`src/common/asr_pkg.sv`:
```
// shared constants and types for the async sram host controller
package asr_pkg;

  // ----------------------------------------------------------------
  // geometry
  // ----------------------------------------------------------------
  localparam int ADDR_W = 11;
  localparam int DATA_W = 8;
  localparam int SYNC_STAGES = 2;

  // ----------------------------------------------------------------
  // timing, slowest speed grade so any grade is served
  // ----------------------------------------------------------------
  localparam int CLK_PERIOD_NS = 10;
  localparam int T_CYCLE_NS = 200;
  localparam int T_ACCESS_NS = 200;
  localparam int T_ADDR_SETUP_NS = 20;
  localparam int T_WRITE_PULSE_NS = 120;
  localparam int T_WRITE_RECOVERY_NS = 10;
  localparam int T_DATA_HOLD_NS = 10;
  localparam int T_OUT_DISABLE_NS = 60;
  localparam int DESELECT_TO_RETENTION_TIME_NS = 0;
  localparam int OPERATION_RECOVERY_TIME_NS = T_CYCLE_NS;

  // least times: round up, never below one cycle
  function automatic logic [7:0] ceil_cyc(input int ns);
    int c;
    c = (ns + CLK_PERIOD_NS - 1) / CLK_PERIOD_NS;
    if (c < 1) begin
      c = 1;
    end
    return c[7:0];
  endfunction

  localparam logic [7:0] CYCLE_CYC = ceil_cyc(T_CYCLE_NS);
  localparam logic [7:0] ACCESS_CYC = ceil_cyc(T_ACCESS_NS);
  localparam logic [7:0] RD_SAMPLE_CYC = 8'(int'(ACCESS_CYC) + SYNC_STAGES + 1);
  localparam logic [7:0] SETUP_CYC = ceil_cyc(T_ADDR_SETUP_NS);
  localparam logic [7:0] PULSE_CYC = ceil_cyc(T_WRITE_PULSE_NS);
  localparam logic [7:0] HOLD_CYC = ceil_cyc((T_WRITE_RECOVERY_NS > T_DATA_HOLD_NS) ?
                                             T_WRITE_RECOVERY_NS : T_DATA_HOLD_NS);
  localparam logic [7:0] TURN_CYC = ceil_cyc(T_OUT_DISABLE_NS);
  localparam logic [7:0] RETAIN_SETUP_CYC = ceil_cyc(DESELECT_TO_RETENTION_TIME_NS);
  localparam logic [7:0] RECOVERY_CYC = ceil_cyc(OPERATION_RECOVERY_TIME_NS);

  // ----------------------------------------------------------------
  // carriers
  // ----------------------------------------------------------------
  typedef struct packed {
    logic [ADDR_W-1:0] addr;
    logic cs_n;
    logic oe_n;
    logic we_n;
    logic [DATA_W-1:0] dq_out;
    logic dq_oe;
  } asr_pins_type;

  typedef struct packed {
    logic write;
    logic [ADDR_W-1:0] addr;
    logic [DATA_W-1:0] wdata;
  } asr_req_type;

  localparam asr_pins_type PINS_IDLE = '{addr: 11'h000, cs_n: 1'b1, oe_n: 1'b1,
                                         we_n: 1'b1, dq_out: 8'h00, dq_oe: 1'b0};

  // ----------------------------------------------------------------
  // sequencer states
  // ----------------------------------------------------------------
  typedef enum logic [8:0] {
    ST_IDLE     = 9'b0_0000_0001,
    ST_RD_ACC   = 9'b0_0000_0010,
    ST_RD_END   = 9'b0_0000_0100,
    ST_WR_SETUP = 9'b0_0000_1000,
    ST_WR_PULSE = 9'b0_0001_0000,
    ST_WR_HOLD  = 9'b0_0010_0000,
    ST_PAD      = 9'b0_0100_0000,
    ST_RETAIN   = 9'b0_1000_0000,
    ST_RECOVER  = 9'b1_0000_0000
  } asr_state_type;

endpackage

```
`src/hw/asr_sync.sv`:
```
// two flip-flop synchroniser for pin inputs
`timescale 1ns/10ps
module asr_sync #(
  parameter int WIDTH = 8
) (
  // clock and reset
  input wire logic clock,
  input wire logic nrst,
  // data
  input wire logic [WIDTH-1:0] d,
  output logic [WIDTH-1:0] q
);

  logic [WIDTH-1:0] meta;

  always_ff @(posedge clock or negedge nrst) begin
    if (!nrst) begin
      meta <= '0;
      q <= '0;
    end else begin
      meta <= d;
      q <= meta;
    end
  end

endmodule // asr_sync

```
`src/hw/asr_host.sv`:
```
// host-side sequencer that drives a 2k x 8 asynchronous static ram
// Behaviour
// - write happens only in cs and we low overlap, held full pulse width
// - write recovery counted from first of cs or we rising before address changes
// - host never drives opposite data while ram drives around a write
// - host avoids driving data pins while selected ram drives them
// - we stays high for the whole of every read cycle
// - address valid no later than cs falling for a read
// - second write form keeps oe low throughout; host writes hold oe high throughout instead
// - ram deselected before supply drops into retention, no minimum delay
// - after supply returns keep ram deselected one read cycle time
`timescale 1ns/10ps
module asr_host
  import asr_pkg::*;
(
  // clock and reset
  input wire logic clock,
  input wire logic nrst,
  // user request port
  input wire logic req_valid,
  input wire asr_req_type req,
  output logic req_ready,
  output logic done,
  output logic [DATA_W-1:0] rdata,
  // retention control
  input wire logic retention_request,
  output logic retention_safe,
  // memory pins
  output asr_pins_type pins,
  input wire logic [DATA_W-1:0] dq_in
);

  // ----------------------------------------------------------------
  // pin input synchroniser
  // ----------------------------------------------------------------
  logic [DATA_W-1:0] dq_sync;

  asr_sync #(
    .WIDTH(DATA_W)
  ) u_dq_sync (
    .clock(clock),
    .nrst(nrst),
    .d(dq_in),
    .q(dq_sync)
  );

  // ----------------------------------------------------------------
  // sequencer state
  // ----------------------------------------------------------------
  asr_state_type state;
  asr_state_type next_state;
  logic [7:0] cnt;
  logic [7:0] next_cnt;
  logic [7:0] cyc;
  logic [7:0] next_cyc;
  asr_pins_type next_pins;
  logic [DATA_W-1:0] next_rdata;
  logic next_done;
  logic next_ready;
  logic next_safe;

  always_comb begin
    next_state = state;
    next_cnt = (cnt != 8'h00) ? cnt - 8'h01 : cnt;
    next_cyc = (cyc != 8'hff) ? cyc + 8'h01 : cyc;
    next_pins = pins;
    next_rdata = rdata;
    next_done = 1'b0;
    next_ready = 1'b0;
    next_safe = 1'b0;
    case (state)
      ST_IDLE: begin
        next_pins = PINS_IDLE;
        if (retention_request) begin
          // cs is already high here, so retention may follow at once
          // deselect before retention
          next_state = ST_RETAIN;
          next_cnt = RETAIN_SETUP_CYC - 8'h01;
        end else if (req_valid && req_ready) begin
          next_cyc = 8'h01;
          next_pins.addr = req.addr;
          next_pins.dq_out = req.wdata;
          next_pins.cs_n = 1'b0;
          if (req.write) begin
            // cs falls before we; oe held high so the ram floats its pins
            // cs leads we
            next_pins.oe_n = 1'b1;
            next_pins.we_n = 1'b1;
            next_state = ST_WR_SETUP;
            next_cnt = SETUP_CYC - 8'h01;
          end else begin
            // address and cs change on the same edge
            // address with cs
            next_pins.oe_n = 1'b0;
            next_pins.we_n = 1'b1;
            next_pins.dq_oe = 1'b0;
            next_state = ST_RD_ACC;
            next_cnt = RD_SAMPLE_CYC - 8'h01;
          end
        end else begin
          next_ready = 1'b1;
        end
      end
      ST_RD_ACC: begin
        // access time plus synchroniser latency before sampling
        // wait access time
        if (cnt == 8'h00) begin
          next_rdata = dq_sync;
          next_pins.cs_n = 1'b1;
          next_pins.oe_n = 1'b1;
          next_state = ST_RD_END;
          next_cnt = TURN_CYC - 8'h01;
        end
      end
      ST_RD_END: begin
        // ram may still drive for the output disable time; host stays off
        // no bus contention
        if (cnt == 8'h00) begin
          next_state = ST_PAD;
        end
      end
      ST_WR_SETUP: begin
        if (cnt == 8'h00) begin
          // data driven from the start of the overlap until one cycle after it, while the ram floats
          // no opposing drive
          next_pins.we_n = 1'b0;
          next_pins.dq_oe = 1'b1;
          next_state = ST_WR_PULSE;
          next_cnt = PULSE_CYC - 8'h01;
        end
      end
      ST_WR_PULSE: begin
        if (cnt == 8'h00) begin
          next_pins.we_n = 1'b1;
          next_pins.cs_n = 1'b1;
          next_state = ST_WR_HOLD;
          next_cnt = HOLD_CYC - 8'h01;
        end
      end
      ST_WR_HOLD: begin
        // address and data held past the rising strobes
        // write recovery
        if (cnt == 8'h00) begin
          next_pins.dq_oe = 1'b0;
          next_state = ST_PAD;
        end
      end
      ST_PAD: begin
        // stretch short accesses to the full cycle time
        // cycle time
        if (cyc >= CYCLE_CYC) begin
          next_done = 1'b1;
          next_ready = 1'b1;
          next_state = ST_IDLE;
        end
      end
      ST_RETAIN: begin
        next_pins = PINS_IDLE;
        next_safe = (cnt == 8'h00);
        if (!retention_request) begin
          next_safe = 1'b0;
          next_state = ST_RECOVER;
          next_cnt = RECOVERY_CYC - 8'h01;
        end
      end
      ST_RECOVER: begin
        // supply back; stay deselected one read cycle time
        // operation recovery
        next_pins = PINS_IDLE;
        if (cnt == 8'h00) begin
          next_ready = 1'b1;
          next_state = ST_IDLE;
        end
      end
      default: begin
        next_pins = PINS_IDLE;
        next_state = ST_IDLE;
      end
    endcase
  end

  always_ff @(posedge clock or negedge nrst) begin
    if (!nrst) begin
      state <= ST_IDLE;
      cnt <= 8'h00;
      cyc <= 8'h00;
      pins <= PINS_IDLE;
      rdata <= 8'h00;
      done <= 1'b0;
      req_ready <= 1'b0;
      retention_safe <= 1'b0;
    end else begin
      state <= next_state;
      cnt <= next_cnt;
      cyc <= next_cyc;
      pins <= next_pins;
      rdata <= next_rdata;
      done <= next_done;
      req_ready <= next_ready;
      retention_safe <= next_safe;
    end
  end

endmodule // asr_host

```
`config.mk`:
```
export PLATFORM = sky130hd
export DESIGN_NAME = asr_host
export DESIGN_NICKNAME = d
export VERILOG_FILES = /design/src/common/asr_pkg.sv /design/src/hw/asr_sync.sv /design/src/hw/asr_host.sv
export SDC_FILE = /design/constraint.sdc
export NUM_CORES = 1
export LEC_CHECK = 0
export ABC_AREA = 1
export BUFFER_PORTS_ARGS = -buffer_cell sky130_fd_sc_hd__buf_2
export CAP_MARGIN = 0
export CORE_MARGIN = 4
export CORE_UTILIZATION = 45
export CTS_CLUSTER_DIAMETER = 80
export DETAILED_ROUTE_END_ITERATION = 7
export GPL_TIMING_DRIVEN = 0
export PLACE_DENSITY = 0.69
export SKIP_LAST_GASP = 1
export SLEW_MARGIN = 20
export SYNTH_ARGS = -nofsm -noshare
export SYNTH_HDL_FRONTEND = slang
export SYNTH_HIERARCHICAL = 1
export SYNTH_SLANG_ARGS = --single-unit
```
`constraint.sdc`:
```
create_clock -name clock -period 1.9 [get_ports clock]
set_input_delay 0.38 -clock clock [delete_from_list [all_inputs] [get_ports clock]]
set_output_delay 0.38 -clock clock [all_outputs]
set_load 0.01 [all_outputs]
```
==> summary.md, run 1 <==
| Metric | Value |
|---|---|
| HPWL after detailed placement | roughly 7000 um |
| Kind of critical path | register to register |
| Largest net degree at the start of global routing | 49 |
| Fraction of the mapped netlist area in adder cells | under 10% |
| Multiplexer area fraction after synthesis | approximately 2.3% |
| Static Leakage | approximately 2.7 nW |
| CTS tree | yes |
| Pre-CTS setup slack | -364 ps |
| Row Count | 33 |
| Post-Synth Simple-Gate Area | approximately 37% |
| I/O pins | 66 |
| Die width | between 100 and 150 um |
| Number of buffers on the longest clock path | 2 |
| Clk pin slew, worst setup/hold paths | roughly 80 ps |
| Main area contributors after synthesis | dfrtp_1, nand2_1, nand3_1 |
| Syn avg cell area | 8.18 um^2 |
| Combinational cell fraction of total power | a little under half |
| Total die area | 10200 um^2 |
| Result of the run | finished clean |
| Num CTS Buffers | 9 |
| RSZ-0062 raised after global routing | false |
| Maximum vdd drop | around 0.0009 V |
| Minimum setup slack among reg-to-reg paths | 110 ps |
| Number of global-route vias before repair | roughly 3200 |
| Routability congestion estimate from global placement | approximately 0.93 |
| Switching Share | 43.0% |
| Sum of negative setup slack | 0 ps |
| Headroom to the max-slew limit | approximately 69% |
| Share of the core filled with cells in the final layout | 56.0% |
| Area growth from synthesis to layout | 19.5% |
| Number of cell instances on the worst register-to-register path | 8 |
| Via/cell ratio | around 5.1 |
| Core box area | just over 8000 um^2 |
| Count of nets left with antenna violations after detail routing | 0 |
| P_sw | between 0.002 and 0.003 W |
| Number of H-tree branching levels | 3 |
| Total power | 0.00645 W |
| Vias | 3389 |
| Biggest area consumer among synthesized cells | dfrtp_1 |
| Most common cell after layout, fill and taps aside | nand2_1 |
| Final hold violation count | 0 |
| Share of the clock period used by the worst path | between 90% and 100% |
| Final Setup Violations | 0 |
| Capturing point of the worst reg2reg path | rdata[6] |
| Remaining routing DRC violations | 0 |
| Min Clock Period, post-route | about 1800 ps |
| Summed instance area of the synthesized netlist | 3890 um^2 |
| Clk sinks | 75 |
| Startpoint of the lowest-slack register-to-register path | cnt[0] |
| Leading cell types in the layout, fill and taps excluded | nand2_1, dfrtp_1, buf_2, inv_1, nand3_1 |
| Wire length of the first global-routing pass | between 15000 and 20000 um |
| Final Skew | roughly 9.5 ps |
| Register area share after synthesis | 48.3% |
| Dominant combinational cell family by area after synthesis | simple AND/OR/NAND/NOR gates |
| Instance count of the mapped netlist | 476 |
| Complex-gate fraction of the synthesized area | between 3 and 4% |
| GRT Residual Overflow | 0 |
| Post-Syn Nets | approximately 510 |
| Worst Setup Slack, final | 109 ps |
| Design internal power | between 0.003 and 0.004 W |
| Worst-margin pin slew | between 400 and 500 ps |
| Flops & latches, synth | 75 |
| Clock latency at the later pin of the worst-skew pair | about 340 ps |
| Path type of the worst min-delay path | input port to register |
| Number of warning messages in the yosys log | 6 |
| Share of layout cells above drive strength 1 | about 26% |
| Reg power frac | 33.7% |
| Critical path arrival | between 2000 and 2500 ps |
| # Max-Cap Violations | 0 |
| Library cell used as clock root buffer | clkbuf_8 |
| Critical Path Start | cnt[0] |
| Worst setup EP type | register |
| Layout net count | about 590 |
| Initial cell density of the core | between 40% and 50% |
| Maximum clock rate | approximately 0.56 GHz |
| Final slew viol count | 0 |
| CP Data Required Time | around 2100 ps |
| Endpoint of the worst setup timing path | rdata[6] |
| XOR/XNOR Fraction of Synth Area | less than 1% |
| Iter 0 DRT Violations | ~220 |
| Power per cell area | around 1400 nW/um^2 |
| Port bufs | 64 |
| Total routing resource utilization after global routing | 18.7% |
| Height of the die | between 100 and 150 um |
| Worst Setup Start Kind | register |
| Crit path max fanout | 9 |
| Share of power burned in the clock network | between 20% and 30% |
| Number of distinct library cells after synthesis | 33 |
| Number of optimization iterations in the first detailed-route pass | 6 |
| Initial antenna violation count | 0 |
| Final Routed Wirelength | ~9100 um |
| Fraction of post-synthesis cell area in the top cell type by area | 45.6% |
| Mean routed wirelength per cell | 13.7 um |
| Number of diodes added for antenna fixing | 0 |
==> state kept, by name, indices dropped and copies added, names as in the netlist <==
name / count
pins: 23
state: 9
cnt: 8
cyc: 8
rdata: 8
u_dq_sync/meta: 8
u_dq_sync/q: 8
done: 1
req_ready: 1
retention_safe: 1
==> synthesized netlist by cell type <==
master     instances
nand2_1          154
dfrtp_1           71
inv_1             52
nand3_1           42
nor2_1            39
nor3_1            13
a21oi_1           11
nand2_2            9
nor2_2             8
o21ai_0            8
nand4_1            7
nor2_4             7
inv_2              6
ha_1               5
mux2_1             5
nand2_4            5
nand3_2            5
dfstp_2            4
buf_6              3
mux2_2             3
xor2_1             3
buf_2              2
nor2_8             2
nor4_1             2
o211ai_1           2
and2_1             1
clkbuf_1           1
inv_4              1
nand4_4            1
nor3_2             1
o2111ai_1          1
o21a_1             1
o32ai_1            1
==> power groups by stage <==
stage / combinational [W] / sequential (W) / clock (W)
2_1_floorplan: 0.00218 / 0.00218 / 0
3_3_place_gp: 0.00283 / 0.00218 / 0
3_5_place_dp: 0.00286 / 0.00219 / 0
4_1_cts: 0.00289 / 0.00216 / 0.00137
5_1_grt: 0.00332 / 0.00221 / 0.00143
6_report: 0.00295 / 0.00217 / 0.00133
==> logic make-up (layout without fill, tap and decap cells) <==
logic type | after synthesis | in the layout
AND/OR/NAND/NOR | 296 | 296
flip-flops | 75 | 75
buffers and inverters | 65 | 149
AO/OA/AOI/OAI | 24 | 24
multiplexers | 8 | 8
adder cells (fa/ha/maj) | 5 | 5
XOR/XNOR | 3 | 3
==> metrics by stage <==
stage | hold WS (ps) | instances | instance area [um^2]
6_report | 141 | 665 | 4650
5_1_grt | 123 | 665 | 4650
4_1_cts | 125 | 663 | 4620
3_5_place_dp | 335 | 646 | 4390
3_3_place_gp | 333 | 645 | 4360
2_1_floorplan | 84.4 | 476 | 3910
==> routing by layer <==
metal	global-route usage [%]	up-vias	routed length [um]	part of all wire, %
li1	-	1669	-	-
met1	24.8	1586	3860	42
met2	30.3	121	4430	49
met3	4.91	13	676	7.4
met4	5.83	0	146	1.6
met5	0	-	0	0
==> worst min path at each step <==
| stage | slack [ps] | depth (start not counted) | end | start |
|---|---|---|---|---|
| after floorplan | 80 | 0 | cnt[0] | nrst |
| after global placement | 330 | 0 | u_dq_sync/q[7] | u_dq_sync/meta[7] |
| after detailed placement | 330 | 0 | u_dq_sync/q[7] | u_dq_sync/meta[7] |
| after CTS | 120 | 1 | u_dq_sync/meta[2] | dq_in[2] |
| after global routing | 120 | 1 | u_dq_sync/meta[2] | dq_in[2] |
| final | 140 | 1 | u_dq_sync/meta[4] | dq_in[4] |
==> worst max-delay path, stage by stage, from the launching register on <==
cell     delay, ps
dfrtp_1        400
inv_2          100
ha_4           170
nand4_1        140
buf_4          170
buf_4          160
inv_2           80
nand2_4        100
mux2_1         340
==> layout make-up <==
class / instances / area, um^2
multi-input cells: 336 / 1770
repair buffers: 69 / 383
fillers: 753 / 3650
flip-flops and latches: 75 / 1880
plain buffers: 6 / 50.0
well taps: 105 / 131
clock buffers: 9 / 124
clock inverters: 6 / 90.1
inverters: 59 / 224
==> repair_timing <==
action	CTS	global route
endpoints found under the hold margin	24	0
setup endpoints to repair	6	5
hold buffers	1	0
setup buffers	1	2
pin swaps	0	4
resized for setup	1	5
Power figures use the tool's default switching activity.
==> run 2: changes to the inputs <==
--- a/config.mk
+++ b/config.mk
@@ -14,6 +14,7 @@
 export DETAILED_ROUTE_END_ITERATION = 7
 export GPL_TIMING_DRIVEN = 0
 export PLACE_DENSITY = 0.69
+export REMOVE_ABC_BUFFERS = 1
 export SKIP_LAST_GASP = 1
 export SLEW_MARGIN = 20
 export SYNTH_ARGS = -nofsm -noshare
==> run 2 against run 1 <==
Compared with the run above:
- total power shrank 1.8%
- register-to-register slack gained 20 ps
- count of clock-buffer cells in the layout grew 1
- largest cell class unchanged
- largest power group unchanged
==> summary.md, run 2 (synthesis results as in run 1) <==
| Metric | Value |
|---|---|
| Final Routed Wirelength | 9360 um (+2.6%) |
| Placed Cells | 641 (-0.77%) |
| Maximum vdd drop | 0.000642 V (-28%) |
| Regs by FF count | pins (23), state (9) |
| Core box area | 8300 um^2 (unchanged) |
| Iter 0 DRT Violations | 140 (-37%) |
| Number of optimization iterations in the first detailed-route pass | 4 (-2) |
| Most common cell after layout, fill and taps aside | nand2_1 |
| Number of global-route vias before repair | 3426 (+5.8%) |
| Power per cell area | 1360 nW/um^2 (-2.1%) |
| Share of layout cells above drive strength 1 | 27.3% (+1.4 points) |
| Remaining routing DRC violations | 0 (unchanged) |
| Total die area | 10200 um^2 (unchanged) |
| Vias | 3372 (-0.50%) |
| Number of diodes added for antenna fixing | 0 (unchanged) |
| Final slew viol count | 0 (unchanged) |
| Largest net degree at the start of global routing | 44 (-10%) |
| Leading cell types in the layout, fill and taps excluded | nand2_1, dfrtp_1, buf_2, inv_1, nand3_1 |
| # Max-Cap Violations | 0 (unchanged) |
| Critical path arrival | 2010 ps (about the same) |
| Flip-flop count of the largest register, all copies and words added | 23 (unchanged) |
| Endpoint of the worst setup timing path | cnt[0] |
| Initial cell density of the core | 46.9% (unchanged) |
| Area growth from synthesis to layout | 19.7% |
| HPWL after detailed placement | 6920 um (-0.67%) |
| Design internal power | 0.00349 W (-5.1%) |
| RSZ-0062 raised after global routing | true |
| Library cell used as clock root buffer | clkbuf_8 |
| Share of the clock period used by the worst path | 93.2% (-1.1 points) |
| Combinational cell fraction of total power | 47.4% (+1.6 points) |
| Maximum clock rate | 0.565 GHz (+1.1%) |
| Sum of negative setup slack | 0 ps (unchanged) |
| Number of cell instances on the worst register-to-register path | 11 (+3) |
| CTS tree | yes |
| Reg power frac | 34.4% (+0.7 points) |
| Clk sinks | 75 (unchanged) |
| Worst Setup Start Kind | register |
| Startpoint of the lowest-slack register-to-register path | cnt[1] |
| Via/cell ratio | 5.03 (-1.2%) |
| Height of the die | 101 um (unchanged) |
| Cell Area, Placed | 4330 um^2 (-1.3%) |
| Final hold violation count | 0 (unchanged) |
| Die width | 101 um (unchanged) |
| Final design area excluding fillers | 4660 um^2 (+0.22%) |
| Non-filler instance count after layout | 670 (+0.75%) |
| Number of H-tree branching levels | 3 (unchanged) |
| Initial antenna violation count | 0 (unchanged) |
| Row Count | 33 (unchanged) |
| Port bufs | 65 (+1.6%) |
| Mean routed wirelength per cell | 14.0 um (+1.8%) |
| Count of nets left with antenna violations after detail routing | 0 (unchanged) |
| Headroom to the max-slew limit | 68.4% (-0.88 points) |
| Clk pin slew, worst setup/hold paths | 90 ps (about the same) |
| Worst setup EP type | register |
| GRT Residual Overflow | 0 (unchanged) |
| Worst-margin pin slew | 473 ps (+16.3 ps) |
| Path type of the worst min-delay path | input port to register |
| Clock latency at the later pin of the worst-skew pair | 350 ps (about the same) |
| Total routing resource utilization after global routing | 19.5% (+0.75 points) |
| Total power | 0.00633 W (-1.8%) |
| Wire length of the first global-routing pass | 15800 um (+3.9%) |
| Share of power burned in the clock network | 18.1% (-2.5 points) |
| Switching Share | 44.9% (+1.9 points) |
| CP Data Required Time | 2130 ps (about the same) |
| Num CTS Buffers | 9 (unchanged) |
| Final Setup Violations | 0 (unchanged) |
| Capturing point of the worst reg2reg path | cnt[0] |
| Layout net count | 597 (+0.67%) |
| Result of the run | finished clean |
| Static Leakage | 2.69 nW (-0.32%) |
| Kind of critical path | register to register |
| Critical Path Start | cnt[1] |
| Minimum setup slack among reg-to-reg paths | 130 ps (+20 ps) |
| Crit path max fanout | 7 (-2) |
| Final Skew | 10.6 ps (+1.17 ps) |
| Number of buffers on the longest clock path | 2 (unchanged) |
| Routability congestion estimate from global placement | 0.926 (-0.29%) |
| Min Clock Period, post-route | 1770 ps (-20.1 ps) |
| Largest register by flop count | pins |
| P_sw | 0.00284 W (+2.5%) |
| I/O pins | 66 (unchanged) |
==> run 2: power groups by stage <==
stage | registers [W] | logic (W) | clock network, W
floorplan | 0.00219 | 0.00210 | 0
global placement | 0.00220 | 0.00274 | 0
detailed placement | 0.00221 | 0.00279 | 0
CTS | 0.00218 | 0.00286 | 0.00118
global route | 0.00222 | 0.00341 | 0.00126
finish | 0.00218 | 0.00300 | 0.00115
==> run 2: how the worst min path moves through the flow <==
stage | start | endpoint | depth (start not counted)
2_1_floorplan | nrst | cnt[0] | 0
3_3_place_gp | u_dq_sync/meta[7] | u_dq_sync/q[7] | 0
3_5_place_dp | u_dq_sync/meta[2] | u_dq_sync/q[2] | 0
4_1_cts | dq_in[2] | u_dq_sync/meta[2] | 1
5_1_grt | dq_in[2] | u_dq_sync/meta[2] | 1
6_report | dq_in[2] | u_dq_sync/meta[2] | 1
==> run 2: area by class of cell <==
type / count / area, um^2
inverter: 59 / 228
sequential: 75 / 1880
tap: 105 / 131
clock buffer: 10 / 138
clock inverter: 6 / 50.0
multi-input combinational: 337 / 1770
timing repair buffer: 78 / 460
fill: 761 / 3640
==> run 2: critical path: stages, from the launching register on <==
cell	delay (ps)
dfrtp_1	390
inv_2	110
ha_4	180
nand4_1	120
ha_1	320
inv_1	50
nand2_1	60
a21oi_1	70
nand2_1	60
nand2_1	60
nor3_2	160
nand2_1	70
==> run 2: layer usage <==
metal  track usage [%]  routed length (um)  up-vias
li1                  -                   -     1679
met4              7.36                 140        0
met1              25.6                4150     1597
met2              31.6                4600       83
met3              4.22                 463       13
met5                 0                   0        -
==> run 2: what timing repair did <==
| action | 4_1_cts | 5_1_grt |
|---|---|---|
| hold endpoints to repair | 29 | 0 |
| setup endpoints to repair | 43 | 16 |
| setup buffers | 5 | 6 |
| gates cloned | 0 | 1 |
| pin swaps | 1 | 4 |
| hold buffers | 1 | 0 |
| gates resized for setup | 3 | 6 |
==> run 2: metrics by stage <==
stage                     hold WS, ps  setup WS [ps]  util, %
final                             130            129     56.2
after global routing              109          -15.9     56.2
after CTS                         111           24.0     55.1
after detailed placement          336           -441     52.2
after global placement            332           -443     51.8
after floorplan                  84.4          -64.8        -
==> run 3: changes to the inputs <==
--- a/config.mk
+++ b/config.mk
@@ -5,15 +5,15 @@
 export SDC_FILE = /design/constraint.sdc
 export NUM_CORES = 1
 export LEC_CHECK = 0
-export ABC_AREA = 1
 export BUFFER_PORTS_ARGS = -buffer_cell sky130_fd_sc_hd__buf_2
 export CAP_MARGIN = 0
 export CORE_MARGIN = 4
 export CORE_UTILIZATION = 45
 export CTS_CLUSTER_DIAMETER = 80
 export DETAILED_ROUTE_END_ITERATION = 7
+export GPL_ROUTABILITY_DRIVEN = 0
 export GPL_TIMING_DRIVEN = 0
-export PLACE_DENSITY = 0.69
+export PLACE_DENSITY = 0.7
 export REMOVE_ABC_BUFFERS = 1
 export SKIP_LAST_GASP = 1
 export SLEW_MARGIN = 20
==> run 3 against run 2 <==
Compared with the run above:
- sequential share of layout area up 2.5 points
- final cell count is 25% lower
- non-clock buffer count rose by 26
- via count fell by 20%
- critical endpoint is now cnt[7]
- the flow now finishes with violations (setup timing)
- die area fell by 12%
- highest routed layer unchanged
- final area shrank 5.4%
- total power shrank 11%
==> summary.md, run 3 <==
| Metric | Value |
|---|---|
| Fraction of the mapped netlist area in adder cells | 1.85% (+0.24 points) |
| Number of warning messages in the yosys log | 6 (unchanged) |
| Wire length of the first global-routing pass | 12800 um (-19%) |
| Cell with the most instances after synthesis | dfrtp_1 |
| Number of diodes added for antenna fixing | 0 (unchanged) |
| Clock latency at the later pin of the worst-skew pair | 340 ps (about the same) |
| Final design area excluding fillers | 4410 um^2 (-5.4%) |
| Top cell types by occurrence after synthesis | dfrtp_1, nor2_1, a22o_1, nand2_1, a21oi_1 |
| Total number of cells along the worst setup path | 7 (-4) |
| Multiplexer area fraction after synthesis | 3.59% (+1.3 points) |
| Maximum clock rate | 0.493 GHz (-13%) |
| Post-synth EDFFs | 0 (unchanged) |
| Final Routed Wirelength | 7850 um (-16%) |
| Port bufs | 65 (unchanged) |
| Post-synth top flop | dfrtp_1 |
| Remaining routing DRC violations | 0 (unchanged) |
| Dominant combinational cell family by area after synthesis | simple AND/OR/NAND/NOR gates |
| Total die area | 8970 um^2 (-12%) |
| Library cell used as clock root buffer | clkbuf_8 |
| Number of buffers on the longest clock path | 2 (unchanged) |
| Regs by FF count | pins (23), state (9) |
| Total routing resource utilization after global routing | 18.9% (-0.62 points) |
| Worst-margin pin slew | 395 ps (-78.7 ps) |
| Number of global-route vias before repair | 2658 (-22%) |
| CTS tree | yes |
| Buffer and inverter count on the worst path | 2 (unchanged) |
| Static Leakage | 2.18 nW (-19%) |
| Critical path arrival | 2240 ps (+230 ps) |
| Instance count of the mapped netlist | 297 (-38%) |
| Synth async-reset ratio | 100% (unchanged) |
| Layout net count | 437 (-27%) |
| Flops & latches, synth | 75 (unchanged) |
| Placed Cells | 449 (-30%) |
| # Max-Cap Violations | 0 (unchanged) |
| Syn avg cell area | 11.4 um^2 (+39%) |
| Headroom to the max-slew limit | 73.4% (+5.0 points) |
| Fraction of post-synthesis cell area in the top cell type by area | 52.5% (+6.9 points) |
| Initial antenna violation count | 0 (unchanged) |
| Final slew viol count | 0 (unchanged) |
| Row Count | 31 (-6.1%) |
| Iter 0 DRT Violations | 143 (+2.1%) |
| Cell family with most CP delay | simple AND/OR/NAND/NOR gates |
| Largest net degree at the start of global routing | 48 (+9.1%) |
| Via/cell ratio | 5.34 (+6.0%) |
| Count of nets left with antenna violations after detail routing | 0 (unchanged) |
| GRT Residual Overflow | 0 (unchanged) |
| Final Skew | 9.89 ps (-0.758 ps) |
| Non-filler instance count after layout | 504 (-25%) |
| Share of layout cells above drive strength 1 | 40.2% (+13 points) |
| Slowest stage cell, crit path | dfrtp_1 |
| Min Clock Period, post-route | 2030 ps (+257 ps) |
| Clk pin slew, worst setup/hold paths | 70 ps (-20 ps) |
| Maximum vdd drop | 0.000494 V (-23%) |
| Area growth from synthesis to layout | 30.3% |
| Result of the run | complete, but fails checks |
| Num CTS Buffers | 9 (unchanged) |
| Power per cell area | 1270 nW/um^2 (-6.3%) |
| Path type of the worst min-delay path | input port to register |
| HPWL after detailed placement | 4850 um (-30%) |
| Pre-CTS setup slack | -902 ps (-461 ps) |
| Die width | 94.7 um (-6.2%) |
| Largest register by flop count | pins |
| Number of optimization iterations in the first detailed-route pass | 4 (unchanged) |
| Most used cell along the critical path | buf_4 |
| Share of the core filled with cells in the final layout | 60.4% (+4.3 points) |
| Number of cell instances on the worst register-to-register path | 7 (-4) |
| Worst setup EP type | register |
| Met3 usage in global routing | 4.38% (+0.16 points) |
| Complex-gate fraction of the synthesized area | 13.5% (+10 points) |
| Mean routed wirelength per cell | 15.6 um (+12%) |
| Register area share after synthesis | 55.6% (+7.3 points) |
| Leading cell types in the layout, fill and taps excluded | dfrtp_1, buf_2, buf_4, nor2_1, a22o_1 |
| Global Route met2 Usage | 28.0% (-3.7 points) |
| Flip-flop count of the largest register, all copies and words added | 23 (unchanged) |
| Cell-by-cell trace of the critical path | nor4_4 -> buf_4 -> nand3b_1 -> buf_4 -> or3_4 -> o21ai_0 -> nor2_1 |
| Main area contributors after synthesis | dfrtp_1, a22o_1, dfstp_2 |
| Final hold violation count | 0 (unchanged) |
| Height of the die | 94.7 um (-6.2%) |
| Share of the clock period used by the worst path | 107% (+14 points) |
| Cell Area, Placed | 3790 um^2 (-13%) |
| Sum of negative setup slack | -575 ps (-575 ps) |
| Kind of critical path | register to register |
| Post-Synth Simple-Gate Area | 19.3% (-17 points) |
| RSZ-0062 raised after global routing | true |
| Violated checks | setup timing |
| Worst Setup Start Kind | register |
| Worst Setup Slack, final | -128 ps (-257 ps) |
| Delay of the slowest critical-path stage | 470 ps (+80 ps) |
| Number of distinct library cells after synthesis | 52 (+58%) |
| Cell count of the worst hold path | 1 (unchanged) |
| Number of H-tree branching levels | 3 (unchanged) |
| Most Crowded Layer GR | met2 |
| XOR/XNOR Fraction of Synth Area | 2.85% (+2.2 points) |
| Summed instance area of the synthesized netlist | 3380 um^2 (-13%) |
| I/O pins | 66 (unchanged) |
| Initial cell density of the core | 46.4% (-0.51 points) |
| Final Setup Violations | 11 (+11) |
| Crit path max fanout | 8 (+1) |
| Clk sinks | 75 (unchanged) |
| Vias | 2690 (-20%) |
| Biggest area consumer among synthesized cells | dfrtp_1 |
| CP Data Required Time | 2110 ps (-20 ps) |
| Met1 track utilization from global routing | 25.8% (+0.21 points) |
| Core box area | 7290 um^2 (-12%) |
## run 3: per-stage QoR
| step | hold slack, ps | total power, W |
|---|---|---|
| after global placement | 333 | 0.00372 |
| after CTS | 115 | 0.00536 |
| after floorplan | 84.4 | 0.00333 |
| final | 138 | 0.00561 |
| after global routing | 110 | 0.00601 |
| after detailed placement | 334 | 0.00377 |
## run 3: cells by family (layout without fill, tap and decap cells)
family                     Yosys count  after routing
buffers and inverters               22            129
adders and majority gates            5              5
muxes                               11             11
and+or+nand+nor                    109            110
xor gates and xnor gates            11             11
DFF                                 75             75
AOI/OAI and AO/OA                   64             64
## run 3: final timing paths
check | start | endpoint | slack, ps
max | state[3] | cnt[7] | -130
min | dq_in[1] | u_dq_sync/meta[1] | 140
max reg2reg | state[3] | cnt[7] | -130
min reg2reg | u_dq_sync/meta[5] | u_dq_sync/q[5] | 350
max in group asynchronous | nrst | pins[10] | 780
min in group asynchronous | nrst | u_dq_sync/q[0] | 510
## run 3: final cells by class
class | count | area (um^2)
well taps | 99 | 124
fillers | 644 | 2890
clock buffers | 13 | 149
flip-flops and latches | 75 | 1890
multi-input cells | 201 | 1500
clock inverters | 3 | 46.3
inverters | 9 | 41.3
repair buffers | 104 | 654
## run 3: layer usage
layer	wire length, um	part of all wire, %
met1	3560	45
met3	504	6.4
met4	193	2.5
met5	0	0
met2	3600	46
## run 3: report_power, final
group | internal [W] | switching, W | leakage, nW
combinational | 0.00115 | 0.00109 | 1.13
sequential | 0.00187 | 0.000296 | 0.955
clock | 0.000649 | 0.000553 | 0.0943
total | 0.00367 | 0.00194 | 2.18
## run 3: timing repair
action,in CTS,in global routing
pin swaps,13,13
setup buffers,22,16
hold buffers,1,0
hold endpoints to repair,28,0
setup endpoints to repair,57,52
resized for setup,28,20
cloned,1,0
